===== src/shared/dacs_pkg.sv =====
package dacs_pkg;

  // ****************************************
  // Register map (indices; byte address is 4x)
  // ****************************************
  localparam int LAYERS = 32;
  localparam int LAYER_W = 5;
  localparam int IDX_W = 6;
  localparam logic [5:0] REG_CTRL = 6'h00;
  localparam logic [5:0] REG_STAT = 6'h01;
  localparam logic [5:0] REG_LAYER_FIRST = 6'h20;
  localparam logic [5:0] REG_LAYER_HIGH = 6'h28;
  localparam logic [5:0] REG_LAYER_LAST = 6'h3F;
  localparam int STACK_SEL_BIT = 5;
  localparam int IDX_LSB = 2;
  localparam logic [1:0] STACK_ADDR_TOP = 2'h1;

  // ****************************************
  // Field positions
  // ****************************************
  localparam int CTRL_ENABLE_BIT = 0;
  localparam int CTRL_PRST_BIT = 1;
  localparam int STAT_RUN_BIT = 8;
  localparam int STAT_END_BIT = 9;
  localparam int WORD_ADDR_LSB = 9;
  localparam int WORD_END_BIT = 8;

  // ****************************************
  // Source codes and patterns
  // ****************************************
  localparam logic [3:0] SRC_INPUT_LIMIT = 4'h8;
  localparam logic [3:0] SRC_SUPPLY = 4'h8;
  localparam logic [3:0] SRC_REGULATOR = 4'h9;
  localparam logic [3:0] SRC_RSVD_A = 4'hA;
  localparam logic [3:0] SRC_SELFTEST = 4'hB;
  localparam logic [3:0] SRC_RSVD_C = 4'hC;
  localparam logic [15:0] PATTERN_A = 16'hAAAA;
  localparam logic [15:0] PATTERN_B = 16'h5555;
  localparam int DEFAULT_LAYERS = 8;

  // ****************************************
  // Types
  // ****************************************
  typedef struct packed {
    logic layer_end_flag;
    logic [3:0] converter_b_source_select;
    logic [3:0] converter_a_source_select;
  } dacs_layer_t;

  typedef struct packed {
    logic is_input;
    logic [2:0] input_idx;
    logic supply;
    logic internal_regulator_diag;
    logic self_test;
    logic reserved;
  } dacs_src_t;

  typedef struct packed {
    logic [15:0] a;
    logic [15:0] b;
  } dacs_conv_t;

  typedef enum logic [0:0] {
    SEQ_IDLE = 1'b0,
    SEQ_RUN = 1'b1
  } dacs_seq_state_t;

  // Default contents of one layer
  function automatic dacs_layer_t dacs_layer_reset(input logic [4:0] n);
    dacs_layer_t l;
    l = '0;
    if (n < 5'(DEFAULT_LAYERS)) begin
      l.converter_b_source_select = {1'b0, n[2:0]};
      l.converter_a_source_select = {1'b0, n[2:0]};
    end
    return l;
  endfunction

endpackage


===== src/verilog/dacs_src_map.sv =====
`timescale 1ns/1ns
`default_nettype none
module dacs_src_map
  import dacs_pkg::*;
(
  // Source code of one converter
  input wire logic [3:0] code,
  // Decoded source
  output dacs_src_t src
);

  wire logic in_range = code < SRC_INPUT_LIMIT;
  wire logic rsvd = (code == SRC_RSVD_A) || (code == SRC_RSVD_C) ||
                    (code > SRC_RSVD_C);

  assign src.is_input = in_range;
  assign src.input_idx = in_range ? code[2:0] : 3'h0;
  assign src.supply = code == SRC_SUPPLY;
  assign src.internal_regulator_diag = code == SRC_REGULATOR;
  assign src.self_test = code == SRC_SELFTEST;
  assign src.reserved = rsvd;

endmodule
`default_nettype wire


===== src/verilog/dacs_seq_top.sv =====
`timescale 1ns/1ns
`default_nettype none
module dacs_seq_top
  import dacs_pkg::*;
#(
  parameter int ADDR_W = 8
) (
  // Clock and reset
  input wire logic mclk,
  input wire logic sys_rst,
  // APB slave
  input wire logic psel,
  input wire logic penable,
  input wire logic pwrite,
  input wire logic [ADDR_W-1:0] paddr,
  input wire logic [31:0] pwdata,
  input wire logic [3:0] pstrb,
  output logic [31:0] prdata,
  output logic pready,
  output logic pslverr,
  // Converter side
  input wire logic conv_valid,
  input wire dacs_conv_t conv_data,
  // Source selection for the converters
  output dacs_src_t sel_a,
  output dacs_src_t sel_b,
  output logic [4:0] layer_ptr,
  // Delivered results
  output logic res_valid,
  output dacs_conv_t res_data,
  output logic [4:0] res_layer
);

  // ****************************************
  // State
  // ****************************************
  dacs_layer_t stack_q [LAYERS];
  logic [4:0] ptr_q, ptr_d;
  dacs_seq_state_t state_q, state_d;
  logic [31:0] prdata_q, prdata_d;
  logic pready_q, pslverr_q, pslverr_d;
  dacs_src_t sel_a_q, sel_b_q;
  logic res_valid_q;
  dacs_conv_t res_q, res_d;
  logic [4:0] res_layer_q;

  // ****************************************
  // APB decode
  // ****************************************
  wire logic [IDX_W-1:0] idx = paddr[IDX_LSB +: IDX_W];
  wire logic setup = psel && !penable;
  wire logic access = psel && penable && pready_q;
  wire logic wr_en = access && pwrite;
  wire logic hit_stack = idx[STACK_SEL_BIT];
  wire logic [4:0] widx = idx[4:0];
  wire logic hit_ctrl = idx == REG_CTRL;
  wire logic hit_stat = idx == REG_STAT;
  wire logic unmapped = !(hit_stack || hit_ctrl || hit_stat);
  wire logic wr_stack = wr_en && hit_stack;
  wire logic wr_ctrl = wr_en && hit_ctrl;

  // ****************************************
  // Control
  // ****************************************
  wire logic prst = wr_ctrl && pstrb[0] && pwdata[CTRL_PRST_BIT];
  wire logic en_write = wr_ctrl && pstrb[0];
  wire logic en_val = pwdata[CTRL_ENABLE_BIT];

  always_comb begin
    state_d = state_q;
    if (en_write) begin
      state_d = en_val ? SEQ_RUN : SEQ_IDLE;
    end
    case (state_q)
      SEQ_IDLE: ;
      SEQ_RUN: ;
      default: state_d = SEQ_IDLE;
    endcase
  end

  // ****************************************
  // Sequencer
  // ****************************************
  wire dacs_layer_t cur = stack_q[ptr_q];
  wire logic running = state_q == SEQ_RUN;
  wire logic advance = running && conv_valid && !prst;
  wire logic at_end = cur.layer_end_flag;

  always_comb begin
    ptr_d = ptr_q;
    if (prst) begin
      ptr_d = 5'h00;
    end else if (advance) begin
      if (at_end) begin
        ptr_d = 5'h00;
      end else begin
        ptr_d = ptr_q + 5'h01;
      end
    end
  end

  always_ff @(posedge mclk) begin
    if (sys_rst) begin
      ptr_q <= 5'h00;
      state_q <= SEQ_IDLE;
    end else begin
      ptr_q <= ptr_d;
      state_q <= state_d;
    end
  end

  // ****************************************
  // Layer storage
  // ****************************************
  function automatic dacs_layer_t layer_merge(input dacs_layer_t old,
                                              input logic [31:0] wd,
                                              input logic [3:0] strb);
    dacs_layer_t n;
    n = old;
    if (strb[0]) begin
      n.converter_b_source_select = wd[7:4];
      n.converter_a_source_select = wd[3:0];
    end
    if (strb[1]) begin
      n.layer_end_flag = wd[WORD_END_BIT];
    end
    return n;
  endfunction

  always_ff @(posedge mclk) begin
    for (int i = 0; i < LAYERS; i++) begin
      if (sys_rst || prst) begin
        stack_q[i] <= dacs_layer_reset(5'(i));
      end else if (wr_stack && widx == 5'(i)) begin
        stack_q[i] <= layer_merge(stack_q[i], pwdata, pstrb);
      end
    end
  end

  // ****************************************
  // Source decode
  // ****************************************
  dacs_src_t dec_a, dec_b;

  dacs_src_map u_map_a (
    .code(cur.converter_a_source_select),
    .src(dec_a)
  );

  dacs_src_map u_map_b (
    .code(cur.converter_b_source_select),
    .src(dec_b)
  );

  always_ff @(posedge mclk) begin
    if (sys_rst) begin
      sel_a_q <= '0;
      sel_b_q <= '0;
    end else begin
      sel_a_q <= dec_a;
      sel_b_q <= dec_b;
    end
  end

  // ****************************************
  // Result path
  // ****************************************
  always_comb begin
    res_d = conv_data;
    if (dec_a.self_test) begin
      res_d.a = PATTERN_A;
    end
    if (dec_b.self_test) begin
      res_d.b = PATTERN_B;
    end
  end

  always_ff @(posedge mclk) begin
    if (sys_rst) begin
      res_valid_q <= 1'b0;
      res_q <= '0;
      res_layer_q <= 5'h00;
    end else begin
      res_valid_q <= conv_valid;
      if (conv_valid) begin
        res_q <= res_d;
        res_layer_q <= ptr_q;
      end
    end
  end

  // ****************************************
  // APB read and answer
  // ****************************************
  wire dacs_layer_t rd_layer = stack_q[widx];
  wire logic [6:0] own_addr = {STACK_ADDR_TOP, widx};
  wire logic [31:0] rd_stack = {16'h0000, own_addr, rd_layer};
  wire logic [31:0] rd_ctrl = {31'h0, running};
  wire logic [31:0] rd_stat = {22'h0, at_end, running, 3'h0, ptr_q};

  always_comb begin
    prdata_d = 32'h0000_0000;
    if (hit_stack) begin
      prdata_d = rd_stack;
    end else if (hit_ctrl) begin
      prdata_d = rd_ctrl;
    end else if (hit_stat) begin
      prdata_d = rd_stat;
    end
    pslverr_d = unmapped;
  end

  always_ff @(posedge mclk) begin
    if (sys_rst) begin
      prdata_q <= 32'h0000_0000;
      pready_q <= 1'b0;
      pslverr_q <= 1'b0;
    end else begin
      pready_q <= setup;
      if (setup) begin
        prdata_q <= pwrite ? 32'h0000_0000 : prdata_d;
        pslverr_q <= pslverr_d;
      end else begin
        pslverr_q <= 1'b0;
      end
    end
  end

  assign prdata = prdata_q;
  assign pready = pready_q;
  assign pslverr = pslverr_q;
  assign sel_a = sel_a_q;
  assign sel_b = sel_b_q;
  assign layer_ptr = ptr_q;
  assign res_valid = res_valid_q;
  assign res_data = res_q;
  assign res_layer = res_layer_q;

  // ****************************************
  // Assertions
  // ****************************************
  property p_step;
    @(posedge mclk) disable iff (sys_rst)
    advance && !at_end |=> ptr_q == $past(ptr_q) + 5'h01;
  endproperty
  a_step: assert property (p_step) else $error("pointer did not step");

  property p_wrap;
    @(posedge mclk) disable iff (sys_rst)
    advance && at_end |=> ptr_q == 5'h00;
  endproperty
  a_wrap: assert property (p_wrap) else $error("no wrap after last");

  property p_hold;
    @(posedge mclk) disable iff (sys_rst)
    !conv_valid && !prst |=> $stable(ptr_q);
  endproperty
  a_hold: assert property (p_hold) else $error("pointer moved idle");

  property p_cycle_back;
    @(posedge mclk) disable iff (sys_rst)
    advance && at_end ##1 advance |=> ptr_q == 5'h01 || ptr_q == 5'h00;
  endproperty
  a_cycle_back: assert property (p_cycle_back) else $error("no cycling");

  property p_self_a;
    @(posedge mclk) disable iff (sys_rst)
    conv_valid && dec_a.self_test |=> res_valid_q && res_q.a == 16'hAAAA;
  endproperty
  a_self_a: assert property (p_self_a) else $error("bad pattern A");

  property p_self_b;
    @(posedge mclk) disable iff (sys_rst)
    conv_valid && dec_b.self_test |=> res_q.b == 16'h5555;
  endproperty
  a_self_b: assert property (p_self_b) else $error("bad pattern B");

  property p_map_b;
    @(posedge mclk) disable iff (sys_rst)
    cur.converter_b_source_select < 4'h8 |=> sel_b_q.is_input &&
      sel_b_q.input_idx == $past(cur.converter_b_source_select[2:0]);
  endproperty
  a_map_b: assert property (p_map_b) else $error("B input map wrong");

  property p_map_a;
    @(posedge mclk) disable iff (sys_rst)
    cur.converter_a_source_select == 4'h9 |=>
      sel_a_q.internal_regulator_diag && !sel_a_q.is_input;
  endproperty
  a_map_a: assert property (p_map_a) else $error("A diag map wrong");

  property p_prst;
    @(posedge mclk) disable iff (sys_rst)
    prst |=> ptr_q == 5'h00 && stack_q[7] == 9'h077 && stack_q[20] == 9'h000;
  endproperty
  a_prst: assert property (p_prst) else $error("partial reset wrong");

  property p_after_rst;
    @(posedge mclk) disable iff (sys_rst)
    $fell(sys_rst) |-> ptr_q == 5'h00 && stack_q[3] == 9'h033 &&
      stack_q[0] == 9'h000 && stack_q[31] == 9'h000;
  endproperty
  a_after_rst: assert property (p_after_rst) else $error("reset values");

  property p_readback;
    @(posedge mclk) disable iff (sys_rst)
    setup && !pwrite && hit_stack |=>
      pready_q && prdata_q[15:9] == {2'h1, $past(widx)};
  endproperty
  a_readback: assert property (p_readback) else $error("address bits");

  property p_unmapped;
    @(posedge mclk) disable iff (sys_rst)
    setup && unmapped |=> pready_q && pslverr_q;
  endproperty
  a_unmapped: assert property (p_unmapped) else $error("no slave error");

  property p_low_dflt;
    @(posedge mclk) disable iff (sys_rst)
    $fell(sys_rst) |-> stack_q[1] == 9'h011 && stack_q[6] == 9'h066 &&
      stack_q[7] == 9'h077;
  endproperty
  a_low_dflt: assert property (p_low_dflt)
    else $error("low layer defaults");

  property p_high_clear;
    @(posedge mclk) disable iff (sys_rst)
    prst |=> stack_q[9] == 9'h000 && stack_q[16] == 9'h000 &&
      stack_q[31] == 9'h000;
  endproperty
  a_high_clear: assert property (p_high_clear)
    else $error("upper layers kept");

  property p_res_layer;
    @(posedge mclk) disable iff (sys_rst)
    conv_valid |=> res_valid_q &&
      res_layer_q == $past(ptr_q);
  endproperty
  a_res_layer: assert property (p_res_layer)
    else $error("result layer wrong");

  c_wrap: cover property (@(posedge mclk) disable iff (sys_rst)
    advance && at_end && ptr_q != 5'h00);
  c_self: cover property (@(posedge mclk) disable iff (sys_rst)
    conv_valid && dec_a.self_test);
  c_prst: cover property (@(posedge mclk) disable iff (sys_rst) prst);
  c_wr_high: cover property (@(posedge mclk) disable iff (sys_rst)
    wr_stack && widx == 5'h1F);

endmodule
`default_nettype wire


===== config.mk =====
export PLATFORM = sky130hd
export DESIGN_NAME = dacs_seq_top
export DESIGN_NICKNAME = d
export VERILOG_FILES = /design/src/shared/dacs_pkg.sv /design/src/verilog/dacs_src_map.sv /design/src/verilog/dacs_seq_top.sv
export SDC_FILE = /design/constraint.sdc
export NUM_CORES = 1
export LEC_CHECK = 0
export BUFFER_PORTS_ARGS = -buffer_cell sky130_fd_sc_hd__clkbuf_2
export CORE_UTILIZATION = 50
export CTS_BUF_LIST = sky130_fd_sc_hd__clkbuf_2
export CTS_CLUSTER_DIAMETER = 150
export DETAILED_ROUTE_END_ITERATION = 8
export HOLD_SLACK_MARGIN = 0.12
export PLACE_DENSITY = 0.84
export SKIP_CTS_REPAIR_TIMING = 1
export SLEW_MARGIN = 20
export SYNTH_ARGS = -nofsm -noshare
export SYNTH_HDL_FRONTEND = slang
export SYNTH_SLANG_ARGS = --single-unit

===== constraint.sdc =====
create_clock -name mclk -period 2.95 [get_ports mclk]
set_clock_uncertainty 0.2 [all_clocks]
set_input_delay 0.1475 -clock mclk [delete_from_list [all_inputs] [get_ports mclk]]
set_output_delay 0.1475 -clock mclk [all_outputs]
set_load 0.005 [all_outputs]

---- Word level (Yosys, flattened, before mapping) ----
Memories as Yosys holds them, arrays and structs flattened. A register that Yosys moved wholly into a read port is not among the register bits.
Index checks and enable logic that the tools add are counted.
word-level totals
  register bits ........................... 94
  bits in writable memories ............... 288
  bits of input ports ..................... 82
  output and inout port bits .............. 93
  logic and storage cells ................. 694
  memories kept ........................... 1
memory list
  memory   words  bits a word  read ports  clocked after Yosys merged registers in  wr ports  line                source
  stack_q  32     9            2           1                                        32        dacs_seq_top.sv:37  dacs_layer_t stack_q [LAYERS];
cells by class
  add/subtract/negate cells ............... 1
  order comparisons ....................... 4
  eq/ne operators ......................... 106
  mux-type cells .......................... 372
  bitwise gates (word level) .............. 67
  reduce and logical (&&, ||, !) cells .... 122
operators with widths
  operator                                                         number
  8-bit 2-to-1 mux                                                 136
  1-bit 2-to-1 mux                                                 227
  3-bit inequality test, second input constant                     64
  2-bit AND reduction                                              64
  5-bit == test, second input constant                             16
  1-bit bitwise OR                                                 64
  1-bit logical AND                                                42
  4-bit == test, second input constant                             10
  5-bit by 4-bit == test with 1-bit output, second input constant  8
  16-bit 2-to-1 mux                                                2
  32-bit 2-to-1 mux                                                1
  5-bit by 3-bit == test with 1-bit output, second input constant  4
  10-bit 2-to-1 mux                                                2
  15-bit 2-to-1 mux                                                1
  5-bit 2-to-1 mux                                                 3
  5-bit by 2-bit == test with 1-bit output, second input constant  2
  4-bit > comparator, second input constant                        2
  4-bit less-than comparator, second input constant                2
  2-bit OR reduction                                               4
  1-bit logical OR                                                 7
  6-bit by 1-bit == test with 1-bit output, second input constant  1
  6-bit logical NOT                                                1
  5-bit by 1-bit adder with 5-bit output, second input constant    1
  5-bit by 1-bit == test with 1-bit output, second input constant  1
  other kinds (3)                                                  7

---- Logic depth before layout (Yosys ltp) ----
  depth in word-level cells ............... 11
  depth in mapped cells ................... 9
  gate-level depth less buffers ........... 5

---- Modules after synthesis ----
From an unflattened synthesis, not the netlist that was laid out.
unflattened totals
  cell total of the unflattened synthesis .. 1403
  area total of the unflattened synthesis .. 19015.7 µm²
modules (own cells, without submodules)
  module        times used  cells each  area an instance (µm²)  seq. area each (µm²)
  dacs_seq_top  1           1381        18820.6                 10289.9
  dacs_src_map  2           11          97.6                    0.0

---- Least setup slack after synthesis ----
Ideal clock, no wire load.
  path kind ............................... in2reg
  start point ............................. in paddr[4]
  end point ............................... mem stack_q[28][0] in the netlist's numbering, enable pin
  library setup time ...................... 0.384 ns
  arrival time ............................ 2.303 ns
  required time ........................... 2.366 ns
  setup slack ............................. 0.063 ns
  stages on the path ...................... 7
  buffers on the path ..................... 3
  cell sequence ........................... buf_2 -> or4_1 -> nor4_1 -> a21oi_1 -> clkbuf_1 -> clkbuf_1 -> o21ai_0
RTL lines
  item         line                source
  from (decl)  dacs_seq_top.sv:15  input wire logic [ADDR_W-1:0] paddr,
  to (decl)    dacs_seq_top.sv:37

==> results.cfg <==
[cts]
tritoncts = built
clk_latency_ns = 0.98
cts_sinks = 370
cts.clk_slew.worst_paths_ns = 0.15
root_buffer = clkbuf_2
h-tree-depth = 3
cts_buffers = 89
clockBufferDepth = 3

[synthesis]
synth_most_common_cell = edfxtp_1
yosys-top-cells-count = edfxtp_1, mux4_2, nor3_1, and2_1, nor2_1
ys.flop_type = edfxtp_1
async_flop_share_pct = 0
ys_top_cells_by_area = edfxtp_1, mux4_2, dfxtp_1
syn-instance-count = 1354
yosysWarnings = 0
avgSynthCellArea_um2 = 13.83
ys_types = 49
synthesis.area_um2 = 18730
yosysSeqAreaShare_pct = 54.94
synth-seq-cells = 370
synth_top_area_cell = edfxtp_1
synth_edf_count = 288
synth_top_cell_area_share_pct = 46.18

[timing]
setup_viol = 12
slew-limit-headroom_pct = 26.58
fmax_ghz = 0.3331
hold_viol_final = 0
rsz0062_at_grt = true
setup_ws_ns = -0.05167
worst_slew_pin_slew_ns = 1.100
drv_slew = 0
fin_crit_ns = 3.002
tns_ns = -0.2394
period_share_pct = 101.8

[power_and_ir_drop]
clkPwrFrac_pct = 34.2
p_total_mw = 10.39
swShare_pct = 26.83
p_per_area_nw_per_um2 = 462.7
comb_power_share_pct = 9.8
internal_power_mw = 7.604
switchingPower_mw = 2.788
pwr-share-seq_pct = 56.0
ir_worst_vdd_v = 0.0002357
p_leak_nw = 8.239

[place]
dp_hpwl_um = 37800
pre_cts_slack_ns = -0.03068
gp_congestion = 0.9461
dp.cells = 1935
port-buffer-count = 130

[floorplanning]
boundaryPins = 175
die_w_um = 195.5
core_area_um2 = 36700
chipHeight_um = 195.5
rows = 70
die-area_um2 = 38230
start_util_pct = 51.03

[detailed_routing]
firstDrtPassIters = 6
routed_wl_um = 58320
drtAntennaViolNets = 0
drtIter0Drc = 2033
viasPerCell = 6.520
wire_per_inst_um = 26.33
drc = 0
vias = 14440

[finish]
multi_input_comb_area_um2 = 7781
layout-drive-gt1-share_pct = 33.94
regArea_um2 = 10300
syn_to_final_growth_pct = 19.92
fin_nets = 1755
final_cells = 2215
nFillCells = 2571
post-route-util_pct = 61.20

[worst_setup_path]
crit_type = reg -> reg
critical_path_arrival_ns = 3.69
worst-path-max-fanout = 8
slowest_delay_ns = 0.55
crit_slowest_cell = mux4_2
crit_chain = buf_12, mux4_2, mux4_2, mux2i_4, buf_12, nand4_4, a311oi_2
critical_path_required_ns = 3.63
start_kind = flop
end_kind = flop

[global_routing]
grt_pass1_wl_um = 80070
grt_max_degree = 42
grt_usage_pct = 28.17
grt_remaining_overflow = 0
grt_pass1_vias = 13510
grt_antenna_before_repair = 3

[run_status]
violations = setup timing
outcome = complete, but fails checks

[min_path]
min_path_type = in -> reg
hold_path_startpoint = pwdata[8]

[job]
cap_violations = 0
==> layout by cell type (no fill, tap or decap), types with 19 or more instances in the layout <==
cell	instances
edfxtp_1	288
clkbuf_2	254
mux4_2	167
nor3_1	120
and2_1	118
nor2_1	110
buf_4	107
dlygate4sd3_1	104
dfxtp_1	79
o21ai_0	43
nand2_1	35
mux2i_1	32
clkinv_1	30
o21ai_1	29
inv_1	22
or3_1	19
==> area by class of cell <==
class | count | area share, %
Antenna cell | 3 | 0.03343
Clock buffer | 125 | 2.786
Inverter | 27 | 0.4513
Multi-Input combinational cell | 826 | 34.65
Sequential cell | 370 | 45.85
Clock inverter | 38 | 1.053
Timing Repair Buffer | 358 | 12.57
Tap cell | 468 | 2.607
==> routing by layer <==
metal  routed length, um  GRT usage, %
met3                7507         7.478
met1               19370         34.02
met4                3021         14.26
met5                  31             0
met2               28390         46.69
==> critical path: cells and delay by family, from the launching register on <==
family / cells / cell delay [ns]
multiplexers: 3 / 1.29
buffers and inverters: 2 / 0.32
flip-flops: 1 / 0.45
AND/OR/NAND/NOR: 1 / 0.24
AO/OA/AOI/OAI: 1 / 0.41
==> kinds of logic (layout without fill, tap and decap cells) <==
| logic type | after synthesis | after routing | share of synthesized area [%] |
|---|---|---|---|
| adders and majority gates | 1 | 1 | 0.06680 |
| xor gates and xnor gates | 4 | 4 | 0.1870 |
| other | 1 | 20 | 0.02002 |
| and+or+nand+nor | 446 | 450 | 12.33 |
| AOI/OAI and AO/OA | 147 | 147 | 5.599 |
| buffers and inverters | 178 | 548 | 4.463 |
| muxes | 207 | 207 | 22.39 |
| DFF | 370 | 370 | 54.94 |
==> stage by stage <==
step	cell area (um2)	hold slack, ns
floorplan	18790	0.1001
global placement	20340	0.1863
detailed placement	20340	0.1928
CTS	21210	-0.8020
global route	22450	0.1442
finish	22460	0.1420
==> sequential cells by signal, summed over array words and instances (netlist names), named ones only <==
| name | flops |
|---|---|
| sel_a | 8 |
| running | 1 |
| layer_ptr | 5 |
| stack_q | 288 |
| prdata | 15 |
| res_valid | 1 |
| res_data | 32 |
| pready | 1 |
| pslverr | 1 |
| sel_b | 8 |
| res_layer | 5 |
==> path summary, 6_finish.rpt <==
check | slack (ns) | cells after the start | endpoint
setup / recovery | -0.05 | 7 | res_data[2]
hold / removal | 0.14 | 5 | stack_q[16][8]
setup reg to reg | -0.05 | 7 | res_data[2]
hold reg to reg | 0.28 | 1 | res_data[13]
==> power groups by stage <==
| stage | sequential [mW] | clock (mW) | combinational [mW] |
|---|---|---|---|
| after global placement | 5.92 | 0 | 0.837 |
| after floorplan | 5.90 | 0 | 0.542 |
| after CTS | 5.81 | 3.52 | 0.866 |
| final | 5.82 | 3.55 | 1.02 |
| after detailed placement | 5.93 | 0 | 0.862 |
| after global routing | 5.83 | 3.78 | 1.07 |
Note: power is estimated with default switching activity, not from simulation.
